### config.mk
export PLATFORM = sky130hd
export DESIGN_NAME = cabe_exec
export DESIGN_NICKNAME = d
export VERILOG_FILES = /design/src/hdl/cabe_pkg.sv /design/src/hdl/cabe_alu.sv /design/src/hdl/cabe_exec.sv
export SDC_FILE = /design/constraint.sdc
export NUM_CORES = 1
export LEC_CHECK = 0
export BUFFER_PORTS_ARGS = -buffer_cell sky130_fd_sc_hd__buf_2
export CORE_MARGIN = 2
export CORE_UTILIZATION = 45
export DETAILED_ROUTE_END_ITERATION = 10
export GPL_TIMING_DRIVEN = 0
export PLACE_DENSITY = 0.74
export SLEW_MARGIN = 20
export SYNTH_ARGS = -nofsm -noshare
export SYNTH_HDL_FRONTEND = slang
export SYNTH_SLANG_ARGS = --single-unit
### constraint.sdc
create_clock -name clock -period 3.7 [get_ports clock]
set_input_delay 0.37 -clock clock [delete_from_list [all_inputs] [get_ports clock]]
set_output_delay 0.37 -clock clock [all_outputs]
set_load 0.03 [all_outputs]
### src/hdl/cabe_pkg.sv
// shared constants and types of the execute block
package cabe_pkg;

  localparam int unsigned DATA_WIDTH  = 8;
  localparam int unsigned WORD_WIDTH  = 16;
  localparam int unsigned OFFS_WIDTH  = 12;
  localparam int unsigned IMMW_WIDTH  = 6;
  localparam int unsigned CYC_WIDTH   = 3;

  // status register bit positions
  localparam int unsigned FLAG_C      = 0;
  localparam int unsigned FLAG_Z      = 1;
  localparam int unsigned FLAG_N      = 2;
  localparam int unsigned FLAG_V      = 3;
  localparam int unsigned FLAG_S      = 4;
  localparam int unsigned FLAG_H      = 5;
  localparam int unsigned FLAG_I      = 7;

  localparam logic [7:0] ALL_ONES     = 8'hFF;
  localparam logic [7:0] ALL_ZERO     = 8'h00;
  localparam logic [7:0] ONE_BYTE     = 8'h01;
  localparam logic [7:0] NONE_MASK    = 8'h00;

  // flag update masks
  localparam logic [7:0] MASK_ARITH   = 8'h2F;  // h v n z c
  localparam logic [7:0] MASK_WORD    = 8'h1F;  // s v n z c
  localparam logic [7:0] MASK_LOGIC   = 8'h0E;  // v n z
  localparam logic [7:0] MASK_INVERT  = 8'h0F;  // v n z c
  localparam logic [7:0] MASK_IEXIT   = 8'h80;  // i

  // cycle counts
  localparam logic [2:0] CYC_ONE      = 3'h1;
  localparam logic [2:0] CYC_TWO      = 3'h2;
  localparam logic [2:0] CYC_THREE    = 3'h3;
  localparam logic [2:0] CYC_FOUR     = 3'h4;

  // program counter steps
  localparam int unsigned STEP_NEXT   = 1;
  localparam int unsigned STEP_SKIP1  = 2;
  localparam int unsigned STEP_SKIP2  = 3;

  typedef enum logic [5:0] {
    op_reg_sum, op_carry_sum, word_immediate_sum,
    op_reg_difference, immediate_difference, borrow_difference, immediate_borrow_difference,
    word_immediate_difference,
    op_reg_conjunction, masked_constant_conjunction, op_reg_disjunction, constant_disjunction,
    exclusive_disjunction, bitwise_invert, twos_inverse, set_bits_mask, clear_bits_mask,
    op_plus_one, minus_one, zero_sign_test, zero_register, all_ones_register,
    relative_jump, pointer_jump, relative_call, pointer_call, subroutine_exit, interrupt_exit,
    equal_skip, register_compare, carry_compare, immediate_compare, bit_clear_skip,
    op_none
  } cabe_op_type;

  typedef enum logic [2:0] {
    fn_sum, fn_difference, fn_conjunction, fn_disjunction, fn_exclusive, fn_invert, fn_pass
  } cabe_fn_type;

  typedef struct packed {
    cabe_op_type             op;
    logic [DATA_WIDTH-1:0]   dst;       // destination register value
    logic [DATA_WIDTH-1:0]   src;       // source register value
    logic [DATA_WIDTH-1:0]   imm;       // byte constant or mask
    logic [IMMW_WIDTH-1:0]   word_imm;  // constant for register pair ops
    logic [WORD_WIDTH-1:0]   pair;      // register pair value
    logic [OFFS_WIDTH-1:0]   offset;    // signed relative offset
    logic [2:0]              bit_sel;
    logic                    next_long; // instruction after this one is two words
  } cabe_request_type;

  typedef struct packed {
    logic h;
    logic s;
    logic v;
    logic n;
    logic z;
    logic c;
  } cabe_flags_type;

endpackage : cabe_pkg

### src/hdl/cabe_alu.sv
// byte arithmetic and logic unit with status flag generation
`timescale 1ns/1ps
module cabe_alu
  import cabe_pkg::*;
(
  input  wire cabe_fn_type     fn,
  input  wire logic [7:0]      a,
  input  wire logic [7:0]      b,
  input  wire logic            carry_in,
  output logic [7:0]           result,
  output cabe_flags_type       flags
);

  logic [8:0] full;
  logic [4:0] half;
  logic [7:0] b_eff;
  logic       cin_eff;
  logic       is_diff;

  // subtraction is a + ~b + ~borrow, then carry is inverted to read as borrow
  always_comb begin
    is_diff = (fn == fn_difference);
    b_eff   = is_diff ? ~b : b;
    cin_eff = is_diff ? ~carry_in : carry_in;
    full    = {1'b0, a} + {1'b0, b_eff} + {8'h00, cin_eff};
    half    = {1'b0, a[3:0]} + {1'b0, b_eff[3:0]} + {4'h0, cin_eff};
  end

  always_comb begin
    result  = ALL_ZERO;
    flags   = '0;
    case (fn)
      fn_sum, fn_difference: begin
        result  = full[7:0];
        flags.c = is_diff ? ~full[8] : full[8];
        flags.h = is_diff ? ~half[4] : half[4];
        flags.v = (a[7] == b_eff[7]) && (result[7] != a[7]);
      end
      fn_conjunction: result = a & b;
      fn_disjunction: result = a | b;
      fn_exclusive:   result = a ^ b;
      fn_invert: begin
        result  = ALL_ONES - a;
        flags.c = 1'b1;
      end
      fn_pass:        result = b;
      default:        result = ALL_ZERO;
    endcase
    flags.n = result[7];
    flags.z = (result == ALL_ZERO);
    flags.s = flags.n ^ flags.v;
  end

endmodule : cabe_alu

### src/hdl/cabe_exec.sv
// execute stage for arithmetic, logic, compare, skip and jump/call instructions
`timescale 1ns/1ps
// What this block does
// - register sum, optionally plus carry, written in one cycle; z c n v h updated
// - pair plus constant written in two cycles; z c n v s updated
// - register or constant difference stored in one cycle; z c n v h updated
// - register minus source minus carry stored in one cycle; z c n v h updated
// - register minus constant minus carry stored in one cycle; z c n v h updated
// - pair minus constant written in two cycles; z c n v s updated
// - and with register or constant in one cycle; only z n v updated
// - or with register or constant in one cycle; only z n v updated
// - exclusive or of registers in one cycle; only z n v updated
// - invert gives ff minus value in one cycle; z c n v updated
// - set bits ors a mask in one cycle; z n v updated
// - clear bits ands inverted mask in one cycle; z n v updated
// - increment by one in one cycle; z n v updated, carry kept
// - decrement by one in one cycle; z n v updated, carry kept
// - test ands register with itself in one cycle; value kept; z n v updated
// - clear exclusive-ors register with itself in one cycle; z n v updated
// - relative jump and call load pc plus offset plus one; two and three cycles
// - pointer jump loads pc from z pair in two cycles, no flags
// - pointer call loads pc from z pair in three cycles, no flags
// - equal skip steps pc by two or three when equal; one or two cycles
// - compares set z n v c h without storing, in one cycle
// - bit clear skip skips when selected bit is zero; one or two cycles, no flags
module cabe_exec
  import cabe_pkg::*;
#(
  parameter int unsigned PC_WIDTH = WORD_WIDTH
)(
  input  wire logic                  clock,
  input  wire logic                  reset,
  input  wire logic                  start,
  input  wire cabe_request_type      req,
  input  wire logic [7:0]            status_in,
  input  wire logic [PC_WIDTH-1:0]   pc_in,
  input  wire logic [WORD_WIDTH-1:0] z_pointer,
  input  wire logic [PC_WIDTH-1:0]   stack_top,
  output logic                       busy,
  output logic                       done,
  output logic                       dst_we,
  output logic [7:0]                 dst_value,
  output logic                       pair_we,
  output logic [WORD_WIDTH-1:0]      pair_value,
  output logic                       status_we,
  output logic [7:0]                 status_value,
  output logic                       pc_we,
  output logic [PC_WIDTH-1:0]        pc_value,
  output logic                       push_we,
  output logic [PC_WIDTH-1:0]        push_value,
  output logic                       pop_req
);

  if (PC_WIDTH < OFFS_WIDTH || PC_WIDTH > WORD_WIDTH) begin : g_check
    $error("cabe_exec: PC_WIDTH must lie between offset width and word width");
  end

  cabe_fn_type    fn;
  logic [7:0]     alu_a;
  logic [7:0]     alu_b;
  logic           alu_cin;
  logic [7:0]     alu_res;
  cabe_flags_type alu_flags;

  cabe_alu u_alu (
    .fn       (fn),
    .a        (alu_a),
    .b        (alu_b),
    .carry_in (alu_cin),
    .result   (alu_res),
    .flags    (alu_flags)
  );

  logic                  carry_old;
  logic [WORD_WIDTH-1:0] word_res;
  cabe_flags_type        word_flags;
  logic                  skip_taken;
  logic [PC_WIDTH-1:0]   pc_rel;
  logic [PC_WIDTH-1:0]   pc_skip;

  assign carry_old = status_in[FLAG_C];

  // operand routing onto the byte unit
  always_comb begin
    fn      = fn_pass;
    alu_a   = req.dst;
    alu_b   = req.src;
    alu_cin = 1'b0;
    case (req.op)
      op_reg_sum:                  fn = fn_sum;
      op_carry_sum: begin
        fn      = fn_sum;
        alu_cin = carry_old;
      end
      op_reg_difference, register_compare: fn = fn_difference;
      immediate_difference, immediate_compare: begin
        fn    = fn_difference;
        alu_b = req.imm;
      end
      borrow_difference, carry_compare: begin
        fn      = fn_difference;
        alu_cin = carry_old;
      end
      immediate_borrow_difference: begin
        fn      = fn_difference;
        alu_b   = req.imm;
        alu_cin = carry_old;
      end
      op_reg_conjunction:          fn = fn_conjunction;
      masked_constant_conjunction: begin
        fn    = fn_conjunction;
        alu_b = req.imm;
      end
      op_reg_disjunction:          fn = fn_disjunction;
      constant_disjunction, set_bits_mask: begin
        fn    = fn_disjunction;
        alu_b = req.imm;
      end
      exclusive_disjunction:       fn = fn_exclusive;
      bitwise_invert:              fn = fn_invert;
      twos_inverse: begin
        fn    = fn_difference;
        alu_a = ALL_ZERO;
        alu_b = req.dst;
      end
      clear_bits_mask: begin
        fn    = fn_conjunction;
        alu_b = ALL_ONES - req.imm;
      end
      op_plus_one: begin
        fn    = fn_sum;
        alu_b = ONE_BYTE;
      end
      minus_one: begin
        fn    = fn_difference;
        alu_b = ONE_BYTE;
      end
      zero_sign_test: begin
        fn    = fn_conjunction;
        alu_b = req.dst;
      end
      zero_register: begin
        fn    = fn_exclusive;
        alu_b = req.dst;
      end
      all_ones_register: begin
        fn    = fn_pass;
        alu_b = ALL_ONES;
      end
      default:                     fn = fn_pass;
    endcase
  end

  // register pair arithmetic, flags v c n taken from the top bits of the pair, z from the whole result
  always_comb begin
    word_flags = '0;
    if (req.op == word_immediate_difference) begin
      word_res     = req.pair - {{(WORD_WIDTH-IMMW_WIDTH){1'b0}}, req.word_imm};
      word_flags.v = req.pair[WORD_WIDTH-1] & ~word_res[WORD_WIDTH-1];
      word_flags.c = word_res[WORD_WIDTH-1] & ~req.pair[WORD_WIDTH-1];
    end else begin
      word_res     = req.pair + {{(WORD_WIDTH-IMMW_WIDTH){1'b0}}, req.word_imm};
      word_flags.v = ~req.pair[WORD_WIDTH-1] & word_res[WORD_WIDTH-1];
      word_flags.c = ~word_res[WORD_WIDTH-1] & req.pair[WORD_WIDTH-1];
    end
    word_flags.n = word_res[WORD_WIDTH-1];
    word_flags.z = (word_res == '0);
    word_flags.s = word_flags.n ^ word_flags.v;
  end

  // program counter targets
  always_comb begin
    pc_rel  = pc_in + {{(PC_WIDTH-OFFS_WIDTH){req.offset[OFFS_WIDTH-1]}}, req.offset}
              + PC_WIDTH'(STEP_NEXT);
    pc_skip = pc_in + (req.next_long ? PC_WIDTH'(STEP_SKIP2) : PC_WIDTH'(STEP_SKIP1));
    case (req.op)
      equal_skip:     skip_taken = (req.dst == req.src);
      bit_clear_skip: skip_taken = ~req.src[req.bit_sel];
      default:        skip_taken = 1'b0;
    endcase
  end

  // complete effect of the request, computed as it is accepted
  logic                  c_dst_we;
  logic                  c_pair_we;
  logic [7:0]            c_mask;
  logic [7:0]            c_flag_bits;
  logic                  c_pc_we;
  logic [PC_WIDTH-1:0]   c_pc;
  logic                  c_push;
  logic                  c_pop;
  logic [2:0]            c_cycles;

  always_comb begin
    c_dst_we    = 1'b0;
    c_pair_we   = 1'b0;
    c_mask      = NONE_MASK;
    c_pc_we     = 1'b0;
    c_pc        = pc_in;
    c_push      = 1'b0;
    c_pop       = 1'b0;
    c_cycles    = CYC_ONE;
    c_flag_bits = {2'b00, alu_flags.h, alu_flags.s, alu_flags.v, alu_flags.n, alu_flags.z, alu_flags.c};
    case (req.op)
      op_reg_sum, op_carry_sum, op_reg_difference, immediate_difference, borrow_difference,
      immediate_borrow_difference, twos_inverse: begin
        c_dst_we = 1'b1;
        c_mask   = MASK_ARITH;
      end
      register_compare, carry_compare, immediate_compare: c_mask = MASK_ARITH;
      word_immediate_sum, word_immediate_difference: begin
        c_pair_we   = 1'b1;
        c_mask      = MASK_WORD;
        c_cycles    = CYC_TWO;
        c_flag_bits = {3'b000, word_flags.s, word_flags.v, word_flags.n, word_flags.z, word_flags.c};
      end
      op_reg_conjunction, masked_constant_conjunction, op_reg_disjunction, constant_disjunction,
      exclusive_disjunction, set_bits_mask, clear_bits_mask, op_plus_one, minus_one,
      zero_register: begin
        c_dst_we = 1'b1;
        c_mask   = MASK_LOGIC;
      end
      zero_sign_test:    c_mask = MASK_LOGIC;
      bitwise_invert: begin
        c_dst_we = 1'b1;
        c_mask   = MASK_INVERT;
      end
      all_ones_register: c_dst_we = 1'b1;
      relative_jump, relative_call: begin
        c_pc_we  = 1'b1;
        c_pc     = pc_rel;
        c_push   = (req.op == relative_call);
        c_cycles = c_push ? CYC_THREE : CYC_TWO;
      end
      pointer_jump, pointer_call: begin
        c_pc_we  = 1'b1;
        c_pc     = z_pointer[PC_WIDTH-1:0];
        c_push   = (req.op == pointer_call);
        c_cycles = c_push ? CYC_THREE : CYC_TWO;
      end
      subroutine_exit, interrupt_exit: begin
        c_pc_we     = 1'b1;
        c_pc        = stack_top;
        c_pop       = 1'b1;
        c_cycles    = CYC_FOUR;
        c_mask      = (req.op == interrupt_exit) ? MASK_IEXIT : NONE_MASK;
        c_flag_bits = MASK_IEXIT;
      end
      equal_skip, bit_clear_skip: begin
        c_pc_we  = skip_taken;
        c_pc     = pc_skip;
        c_cycles = skip_taken ? CYC_TWO : CYC_ONE;
      end
      default:           c_cycles = CYC_ONE;
    endcase
  end

  // held effect for multi-cycle requests; written out on the last cycle
  logic                  accept;
  logic                  finish_now;
  logic                  finish_late;
  logic [2:0]            remain_q;
  logic                  h_dst_we_q;
  logic [7:0]            h_dst_q;
  logic                  h_pair_we_q;
  logic [WORD_WIDTH-1:0] h_pair_q;
  logic [7:0]            h_status_q;
  logic                  h_status_we_q;
  logic                  h_pc_we_q;
  logic [PC_WIDTH-1:0]   h_pc_q;
  logic                  h_push_q;
  logic                  h_pop_q;
  logic [7:0]            c_status;

  // a start while busy is ignored; the issuer is expected to wait
  assign accept      = start && !busy;
  assign finish_now  = accept && (c_cycles == CYC_ONE);
  assign finish_late = busy && (remain_q == CYC_ONE);
  // unmasked status bits pass through, so carry survives increment and decrement
  assign c_status    = (status_in & ~c_mask) | (c_flag_bits & c_mask);

  always_ff @(posedge clock) begin
    if (reset) begin
      busy     <= 1'b0;
      remain_q <= CYC_ONE;
    end else if (accept && !finish_now) begin
      busy     <= 1'b1;
      remain_q <= c_cycles - CYC_ONE;
    end else if (busy) begin
      busy     <= !finish_late;
      remain_q <= remain_q - CYC_ONE;
    end
  end

  always_ff @(posedge clock) begin
    if (reset) begin
      h_dst_we_q    <= 1'b0;
      h_dst_q       <= ALL_ZERO;
      h_pair_we_q   <= 1'b0;
      h_pair_q      <= '0;
      h_status_we_q <= 1'b0;
      h_status_q    <= ALL_ZERO;
      h_pc_we_q     <= 1'b0;
      h_pc_q        <= '0;
      h_push_q      <= 1'b0;
      h_pop_q       <= 1'b0;
    end else if (accept) begin
      h_dst_we_q    <= c_dst_we;
      h_dst_q       <= alu_res;
      h_pair_we_q   <= c_pair_we;
      h_pair_q      <= word_res;
      h_status_we_q <= (c_mask != NONE_MASK);
      h_status_q    <= c_status;
      h_pc_we_q     <= c_pc_we;
      h_pc_q        <= c_pc;
      h_push_q      <= c_push;
      h_pop_q       <= c_pop;
    end
  end

  // write strobes are single-cycle pulses; values stay until the next finish, push_value until the next accept
  always_ff @(posedge clock) begin
    if (reset) begin
      done         <= 1'b0;
      dst_we       <= 1'b0;
      pair_we      <= 1'b0;
      status_we    <= 1'b0;
      pc_we        <= 1'b0;
      push_we      <= 1'b0;
      pop_req      <= 1'b0;
      dst_value    <= ALL_ZERO;
      pair_value   <= '0;
      status_value <= ALL_ZERO;
      pc_value     <= '0;
      push_value   <= '0;
    end else begin
      done      <= finish_now || finish_late;
      dst_we    <= finish_now ? c_dst_we : (finish_late && h_dst_we_q);
      pair_we   <= finish_late && h_pair_we_q;
      status_we <= finish_now ? (c_mask != NONE_MASK) : (finish_late && h_status_we_q);
      pc_we     <= finish_now ? c_pc_we : (finish_late && h_pc_we_q);
      push_we   <= finish_late && h_push_q;
      pop_req   <= finish_late && h_pop_q;
      if (finish_now) begin
        dst_value    <= alu_res;
        status_value <= c_status;
        pc_value     <= c_pc;
      end else if (finish_late) begin
        dst_value    <= h_dst_q;
        pair_value   <= h_pair_q;
        status_value <= h_status_q;
        pc_value     <= h_pc_q;
      end
      // return address is the word after the call
      if (accept) begin
        push_value <= pc_in + PC_WIDTH'(STEP_NEXT);
      end
    end
  end

endmodule : cabe_exec

; Word level (Yosys, flattened, before mapping)
; Index checks and enable logic that the tools add are counted.
[word_totals]
register_bits = 129
latchBits = 0
mem_bits_rw = 0
rom_bits = 0
in_bits = 127
output_inout_bits = 72
wordCells = 191
mem_count = 0
[classes]
addsub = 14
multipliers = 0
n_div = 0
order_cmp = 1
n_eq_ne = 43
shift = 0
muxes = 45
bitwise = 22
reduce_logical = 42
[op_table]
columns = cell, n
row1 = == test 6 x 5 -> 1 bit (second input constant), 16
row2 = one-hot mux 8 bit (5 select lines), 2
row3 = one-hot mux 16 bit (4 select lines), 1
row4 = 2-to-1 mux 8 bit, 7
row5 = == test 6 x 4 -> 1 bit (second input constant), 8
row6 = 2-to-1 mux 16 bit, 3
row7 = one-hot mux 8 bit (6 select lines), 1
row8 = adder 16 x 1 -> 16 bit (second input constant), 2
row9 = AND 8 bit, 3
row10 = == test 6 x 3 -> 1 bit (second input constant), 4
row11 = 2-to-1 mux 1 bit, 20
row12 = OR reduction 19 bit, 1
row13 = one-hot mux 3 bit (6 select lines), 1
row14 = adder 16 bit, 1
row15 = adder 16 x 2 -> 16 bit, 1
row16 = adder 16 x 6 -> 16 bit, 1
row17 = logical NOT 16 bit, 1
row18 = inverter 8 bit, 2
row19 = bitwise OR 8 bit, 2
row20 = one-hot mux 8 bit (2 select lines), 1
row21 = OR reduction 2 bit, 8
row22 = subtractor 16 x 6 -> 16 bit, 1
row23 = subtractor 8 bit (first input constant), 2
row24 = one-hot mux 3 bit (5 select lines), 1
row25 = other kinds (38), 77

; Logic depth before layout (Yosys ltp)
; Gate-level depths: netlist (run 1).
[logic_depth]
ltp_word = 15
mapped_depth = 21
mapped_depth_nobuf = 18

; Hierarchy
; From an unflattened synthesis (run 1), not the netlist that was laid out.
[unflattened]
cells_unflattened = 1297
hier_area_um2 = 9621.7
[by_module_without_submodules]
columns = mod, instances, cells_per_inst, area_each_um2, seq_area_each_um2
row1 = cabe_exec, 1, 1116, 8343.0, 2582.5
row2 = cabe_alu, 1, 181, 1278.7, 0.0

; Least setup slack after synthesis (run 1)
; Ideal clock, no wire load.
[synth_path]
path_type = in2reg
startpoint = in req[63] (netlist name)
endpoint = reg status_value[1]
setup_time_ns = 0.079
t_arrival_ns = 4.005
required_ns = 3.621
setup_slack_ns = -0.384
stages = 19
n_path_buf = 1
path_cell_list = buf_4 -> and2_1 -> or3b_2 -> a31oi_4 -> nand2b_1 -> nand4_1 -> xor2_1 -> fa_1 -> inv_1 -> fa_1 -> nor2b_1 -> o31ai_1 -> nand2b_1 -> a211oi_1 -> nor2_1 -> a221oi_1 -> and4_1 -> a21oi_1 -> o221ai_2
[synth_via]
elab_chain_cells = 13
word_cells_on_any_way = 90
classes_between = add/sub (3) / eq/ne (39) / mux (16) / bitwise (9) / reduce/logical (23)
[synth_lines]
columns = element, line
row1 = start: declaration, cabe_exec.sv:34  ; input wire cabe_request_type req,
row2 = == test 6 x 5 -> 1 bit (tied with other cells), "cabe_exec.sv:89, cabe_exec.sv:204"
row3 = OR reduction 9 bit (no source line) (tied with other cells), -
row4 = one-hot mux 3 bit (6 select lines) or one-hot mux 8 bit (5 select lines) (tied branches), cabe_exec.sv:89  ; case (req.op)
row5 = == test 3 x 1 -> 1 bit or inverter 8 bit (tied branches), "cabe_alu.sv:22, cabe_alu.sv:32, cabe_alu.sv:23"
row6 = 2-to-1 mux 8 bit, cabe_alu.sv:23  ; b_eff = is_diff ? ~b : b;
row7 = adder 8 x 8 -> 9 bit, cabe_alu.sv:25  ; full = {1'b0, a} + {1'b0, b_eff} + {8'h00, cin_eff};
row8 = adder 9 x 1 -> 9 bit, cabe_alu.sv:25
row9 = one-hot mux 8 bit (6 select lines), cabe_alu.sv:32  ; case (fn)
row10 = logical NOT 8 bit, cabe_alu.sv:50  ; flags.z = (result == ALL_ZERO);
row11 = one-hot mux 8 bit (2 select lines), cabe_exec.sv:204  ; case (req.op)
row12 = AND 8 bit, cabe_exec.sv:280  ; assign c_status = (status_in & ~c_mask) | (c_flag_bits & c_mask);
row13 = bitwise OR 8 bit, cabe_exec.sv:280
row14 = 2-to-1 mux 8 bit, cabe_exec.sv:344  ; if (finish_now) begin
row15 = end signal: assignment, cabe_exec.sv:346  ; status_value <= c_status;
row16 = end signal: assignment, cabe_exec.sv:351  ; status_value <= h_status_q;
row17 = end: declaration, cabe_exec.sv:46  ; output logic [7:0] status_value,
; Several ways; a longest one is shown, not always the timed one.
; A chain may end at the register's enable or synchronous reset.

; Final worst setup path (run 1)
[layout_path]
startpoint = in req[64] (netlist name)
endpoint = reg status_value[1]
; Same word-level chain as after synthesis.

==> results of run 1 <==
==> per-layer routing <==
| layer | track usage | vias to the layer above | wire length, um |
|---|---|---|---|
| li1 | - | 5132 | - |
| met1 | 0.385 | 5016 | 14500 |
| met2 | 0.513 | 472 | 16700 |
| met3 | 0.0524 | 66 | 2530 |
| met4 | 0.106 | 0 | 1060 |
| met5 | 0 | - | 0 |
==> cell families after synthesis <==
group                    Yosys count
adder cells (fa/ha/maj)           67
multiplexers                      11
buffers and inverters            138
AND/OR/NAND/NOR                  510
XOR/XNOR                          66
AO/OA/AOI/OAI                    376
flip-flops                       129
==> cell usage in the layout (no fill, tap or decap), types with 11 or more instances in the layout <==
cell type  netlist  routed
clkbuf_1        55      54
nand2_1        157     157
a221o_1         11      11
a22oi_1         25      25
inv_1           54      52
o211ai_1        11      11
xnor2_1         34      34
nor2_1         170     168
a31oi_1         14      12
o21a_1          13      13
nand2b_1        16      13
a221oi_1        19      17
nor3_1          40      39
nor2b_1         20      17
a211oi_1        37      36
buf_2           15     201
buf_4            5      27
xor2_1          32      28
nand4_1         14      14
clkbuf_16        0      17
ha_1            61      61
nand3_1         27      26
o21ai_0         44      40
dfxtp_1        129     129
a21oi_1        106      98
a21oi_2          5      11
==> registers in the layout (all words and copies together) (netlist names), 3 cells and up <==
name / count
status_value: 8
remain_q: 3
dst_value: 8
pc_value: 16
h_status_q: 8
h_pc_q: 16
push_value: 16
pair_value: 16
h_dst_q: 8
h_pair_q: 16
==> path summary, 6_finish.rpt <==
kind         cells past startpoint               to  slack, ns     startpoint
max                             18  status_value[1]      -0.06        req[64]
min                              3    h_status_q[6]       0.20   status_in[6]
max reg2reg                      6    push_value[1]       1.25           busy
min reg2reg                      2    pair_value[1]       0.45  pair_value[1]
==> what timing repair did <==
item | CTS | global route
resized for setup | 24 | 33
endpoints found under the setup margin | 15 | 35
setup buffers | 8 | 13
cloned | 0 | 1
pin swaps | 13 | 18
==> stage by stage <==
step	power [W]	instance area, um^2	setup WS, ns	setup TNS, ns
floorplan	0.00245	9790	-0.110	-0.236
global placement	0.00285	11100	-0.880	-14.49
detailed placement	0.00287	11100	-0.918	-16.37
CTS	0.00466	11900	-0.0432	-0.0432
global route	0.00495	12100	-0.161	-0.868
finish	0.00475	12100	-0.0593	-0.103
==> area by class of cell <==
| cell class | instances | area (um^2) | share of cell area |
|---|---|---|---|
| inverters | 55 | 206 | 0.0170 |
| clock inverters | 15 | 198 | 0.0163 |
| flip-flops and latches | 129 | 2580 | 0.213 |
| well taps | 275 | 344 | 0.0284 |
| repair buffers | 217 | 1150 | 0.0947 |
| multi-input cells | 1030 | 6800 | 0.560 |
| clock buffers | 17 | 425 | 0.0351 |
| plain buffers | 83 | 429 | 0.0354 |
==> critical path, delay by kind of cell <==
kind | cells | cell delay (ns)
adders and majority gates | 1 | 0.38
buffers and inverters | 2 | 0.21
xor gates and xnor gates | 2 | 0.39
AOI/OAI and AO/OA | 7 | 1.51
and+or+nand+nor | 6 | 1.23
==> power by group <==
part / total, W / leakage, nW / internal (W) / switching (W)
registers: 0.00156 / 1.06 / 0.00149 / 0.0000657
logic: 0.00141 / 3.72 / 0.000525 / 0.000890
clock network: 0.00177 / 0.299 / 0.00108 / 0.000691
==> flow_summary.json, run 1 <==
{
  "io_pins": 199,
  "relSlewSlack": 0.368,
  "yosysSeqAreaShare": 0.266,
  "portBuffers": 195,
  "slew_violations": 0,
  "num_rows": 53,
  "grt_overflow": 0,
  "synth.cell_area_um2": 9700,
  "arrival_ns": 4.11,
  "dp_hpwl_mm": 26.9,
  "synth_simple_gate_area_frac": 0.243,
  "synth_top_family_by_area": "compound AO/OA/AOI/OAI gates",
  "antenna_found_initial": 0,
  "core_um2": 21100,
  "violations": "negative setup slack",
  "diodes": 0,
  "drc": 0,
  "via_count": 10700,
  "grt_max_degree": 17,
  "critPathMostFrequentCell": "a21oi_2",
  "drt-initial-drc-count": 788,
  "yosysUniqueCellTypes": 81,
  "yosysTopAreaCell": "dfxtp_1",
  "via_per_inst": 5.87,
  "setup_ws_ns": -0.0593,
  "cap_violations": 0,
  "gp_congestion": 0.978,
  "synth_nets": 1490,
  "grt_pass1_wl_mm": 53.6,
  "synth_most_common_cell": "nor2_1",
  "clock-sinks": 129,
  "fin_crit_ns": 3.76,
  "track_usage": 0.302,
  "synth_xor_area_frac": 0.0596,
  "fmax_mhz": 266,
  "rsz0062_at_grt": "true",
  "hold_ws_ns": 0.196,
  "clk_pin_slew_ns": 0.06,
  "fin_crit_sh": 1.02,
  "criticalPathCategory": "in -> reg",
  "synth_top_area_frac": 0.266,
  "endpoint_kind": "flip-flop",
  "holdCritPathClass": "in -> reg",
  "total_leakage_power_nw": 5.08,
  "wl_per_cell_um": 19.1,
  "synth.avg_cell_area_um2": 7.48,
  "grt_pass1_vias": 10200,
  "critPathMaxFanout": 4,
  "ys.flop_type": "dfxtp_1",
  "fin_worst_skew_ns": 0.00880,
  "synth-edff-count": 0,
  "totalWireLength_mm": 34.7,
  "die_h_um": 151,
  "postSynthCellCount": 1297,
  "nFillCells": 1984,
  "tightest_slew_ns": 0.940,
  "yosysWarningCount": 0,
  "powerDensity_nw_per_um2": 391,
  "cp-start-kind": "input port",
  "async_reset_ff_frac": 0,
  "clk_path_buf_depth": 2,
  "ys_seq_elements": 129,
  "antenna_left": 0,
  "max_stage_delay_ns": 0.40,
  "crit_path_cell_trace": "buf_8, buf_6, and2_4, or3b_4, a31oi_4, nand2b_4, nand4_1, xor2_2, fa_2, a211oi_2, nor2_2, o31ai_2, a21oi_2, xor2_1, a221oi_2, and4_1, a21oi_2, o221ai_2",
  "layoutNonFillerInstCount": 1821,
  "ir_drop_v": 0.000281,
  "clock_latency_ns": 0.43,
  "synth_adder_area_share": 0.0900,
  "cp.required_ns": 4.05,
  "placedCellCount": 1767,
  "hold_viol_final": 0,
  "hold_buffers": 0,
  "syn_to_final_growth_pct": 25.1,
  "cts_tree": "built",
  "synth_mux_area_frac": 0.0144,
  "synth_compound_area_frac": 0.267,
  "dieArea_um2": 22700,
  "start_util": 0.460,
  "htreeDepth": 4,
  "cts_inserted_buffers": 17,
  "root_buffer": "clkbuf_16",
  "post-route-util": 0.575,
  "drive_gt1_frac": 0.221,
  "first_pass_iters": 5,
  "final_net_count": 1726,
  "synth_common_cells": "nor2_1, nand2_1, dfxtp_1",
  "status": "finished, violations left",
  "crit_slowest_cell": "a221oi_2",
  "setup_viol": 3,
  "ys_top_cells_by_area": "dfxtp_1, ha_1, nor2_1",
  "die_w_um": 151
}
No activity file was read; power rests on OpenSTA's default activity.
==> run 2, diff against run 1 <==
Settings changed: CORE_UTILIZATION 45 to 51, PLACE_DENSITY 0.74 to 0.82.
==> run 2 against run 1 <==
Against the previous run:
- the flow still finishes with violations (negative setup slack)
- design area about the same
- combinational power up 4%
- setup slack better by 0.025 ns
- maximum frequency up 0.66%
==> flow_summary.json, run 2 (synthesized netlist as in run 1, its figures left out) <==
{
  "relSlewSlack": 0.362,
  "cts_inserted_buffers": 17,
  "critPathMaxFanout": 10,
  "via_per_inst": 6.23,
  "via_count": 11100,
  "gp_congestion": 0.996,
  "cp-start-kind": "input port",
  "holdCritPathClass": "in -> reg",
  "num_rows": 50,
  "die_w_um": 142,
  "track_usage": 0.336,
  "setup_ws_ns": -0.0346,
  "placedCellCount": 1726,
  "ir_drop_v": 0.000287,
  "cp.required_ns": 4.05,
  "grt_max_degree": 17,
  "clk_pin_slew_ns": 0.06,
  "clock_latency_ns": 0.43,
  "dieArea_um2": 20100,
  "portBuffers": 195,
  "endpoint_kind": "flip-flop",
  "hold_viol_final": 0,
  "power_w": 0.00462,
  "hold_buffers": 0,
  "antenna_found_initial": 0,
  "grt_pass1_vias": 10500,
  "final_common_cell": "buf_2",
  "wl_per_cell_um": 19.5,
  "layoutNonFillerInstCount": 1783,
  "crit_slowest_cell": "fa_2",
  "drc": 0,
  "antenna_left": 0,
  "powerDensity_nw_per_um2": 381,
  "status": "finished, violations left",
  "max_stage_delay_ns": 0.39,
  "cts_tree": "built",
  "dp_hpwl_mm": 26.1,
  "cp_top_family": "compound AO/OA/AOI/OAI gates",
  "fin_crit_sh": 1.01,
  "grt_overflow": 0,
  "cp.buffers_inverters": 4,
  "syn_to_final_growth_pct": 25.0,
  "rsz0062_at_grt": "true",
  "grt_pass1_wl_mm": 53.9,
  "crit_path_cell_trace": "buf_8, buf_4, inv_2, a211o_1, a31oi_4, nand2b_4, nand4_1, xor2_2, fa_2, a211oi_2, nor2_2, o31ai_4, a21oi_2, xor2_1, a221oi_2, buf_4, and4_4, a21oi_2, o221ai_2",
  "final_net_count": 1731,
  "fin_crit_ns": 3.73,
  "fmax_mhz": 268,
  "drive_gt1_frac": 0.229,
  "diodes": 0,
  "core_um2": 18700,
  "criticalPathCategory": "in -> reg",
  "post-route-util": 0.648,
  "clk_path_buf_depth": 2,
  "setup_viol": 1,
  "root_buffer": "clkbuf_16",
  "fin_worst_skew_ns": 0.00915,
  "totalWireLength_mm": 34.8,
  "violations": "negative setup slack",
  "total_leakage_power_nw": 5.10,
  "htreeDepth": 4,
  "start_util": 0.519,
  "drt-initial-drc-count": 1073,
  "cap_violations": 0,
  "clock-sinks": 129,
  "die_h_um": 142,
  "arrival_ns": 4.08,
  "tightest_slew_ns": 0.949,
  "first_pass_iters": 6,
  "most-common-layout-cells": "buf_2, nor2_1, nand2_1",
  "io_pins": 199,
  "slew_violations": 0
}
[run 2: changes by cell type in the layout (fill, tap and decap cells not counted), moves of 2 or more]
cell,previous run,this run
clkbuf_1,54,52
buf_6,10,12
buf_4,27,30
a211oi_2,4,6
bufinv_16,3,1
clkbuf_2,1,3
a211oi_1,36,34
a2111oi_0,5,3
inv_8,2,0
clkinv_2,0,4
xor2_2,4,2
ha_1,61,59
[run 2: worst reg2reg max path, stage by stage (launching register included)]
cell	delay (ns)
dfxtp_1	0.38
nor2b_1	0.13
clkbuf_1	0.24
clkbuf_1	0.46
clkbuf_1	0.62
nand2_1	0.29
a21oi_1	0.19
[run 2: through the flow]
step,area [um^2],setup TNS (ns),hold slack (ns),setup WS (ns)
3_3_place_gp,11100,-11.41,0.442,-0.831
3_5_place_dp,11100,-14.34,0.444,-0.913
4_1_cts,11900,-0.0107,0.219,-0.0107
2_1_floorplan,9790,-0.236,0.432,-0.110
5_1_grt,12100,-0.652,0.234,-0.165
6_report,12100,-0.0346,0.231,-0.0346
[run 2: layout make-up]
cell class | count | area [um^2]
sequential | 129 | 2580
buffer | 83 | 443
inverter | 55 | 206
timing repair buffer | 222 | 1190
clock buffer | 18 | 439
multi-input combinational | 1030 | 6860
clock inverter | 12 | 110
tap | 234 | 293
fill | 1613 | 6580
[run 2: worst paths after layout]
path / slack [ns] / endpoint / depth (start not counted) / from
hold reg to reg: 0.45 / pair_value[2] / 2 / pair_value[2]
hold / removal: 0.23 / h_status_q[6] / 3 / status_in[6]
setup / recovery: -0.03 / status_value[1] / 19 / req[63]
setup reg to reg: 1.32 / push_value[1] / 6 / busy
[run 2: layer usage]
| layer | vias up | wire [um] | track usage |
|---|---|---|---|
| li1 | 5155 | - | - |
| met1 | 5204 | 13400 | 0.411 |
| met2 | 622 | 16300 | 0.568 |
| met3 | 121 | 3280 | 0.0580 |
| met4 | 0 | 1870 | 0.177 |
| met5 | - | 0 | 0 |
[run 2: repair_timing]
item | CTS | global route
pin swaps | 9 | 18
buffers inserted | 19 | 8
setup endpoints to repair | 16 | 35
resized for setup | 33 | 41
[run 2: where the power goes]
part           total, W  switching (W)  internal [W]
registers       0.00156      0.0000644       0.00149
clock network   0.00159       0.000653      0.000936
logic           0.00147       0.000918      0.000549
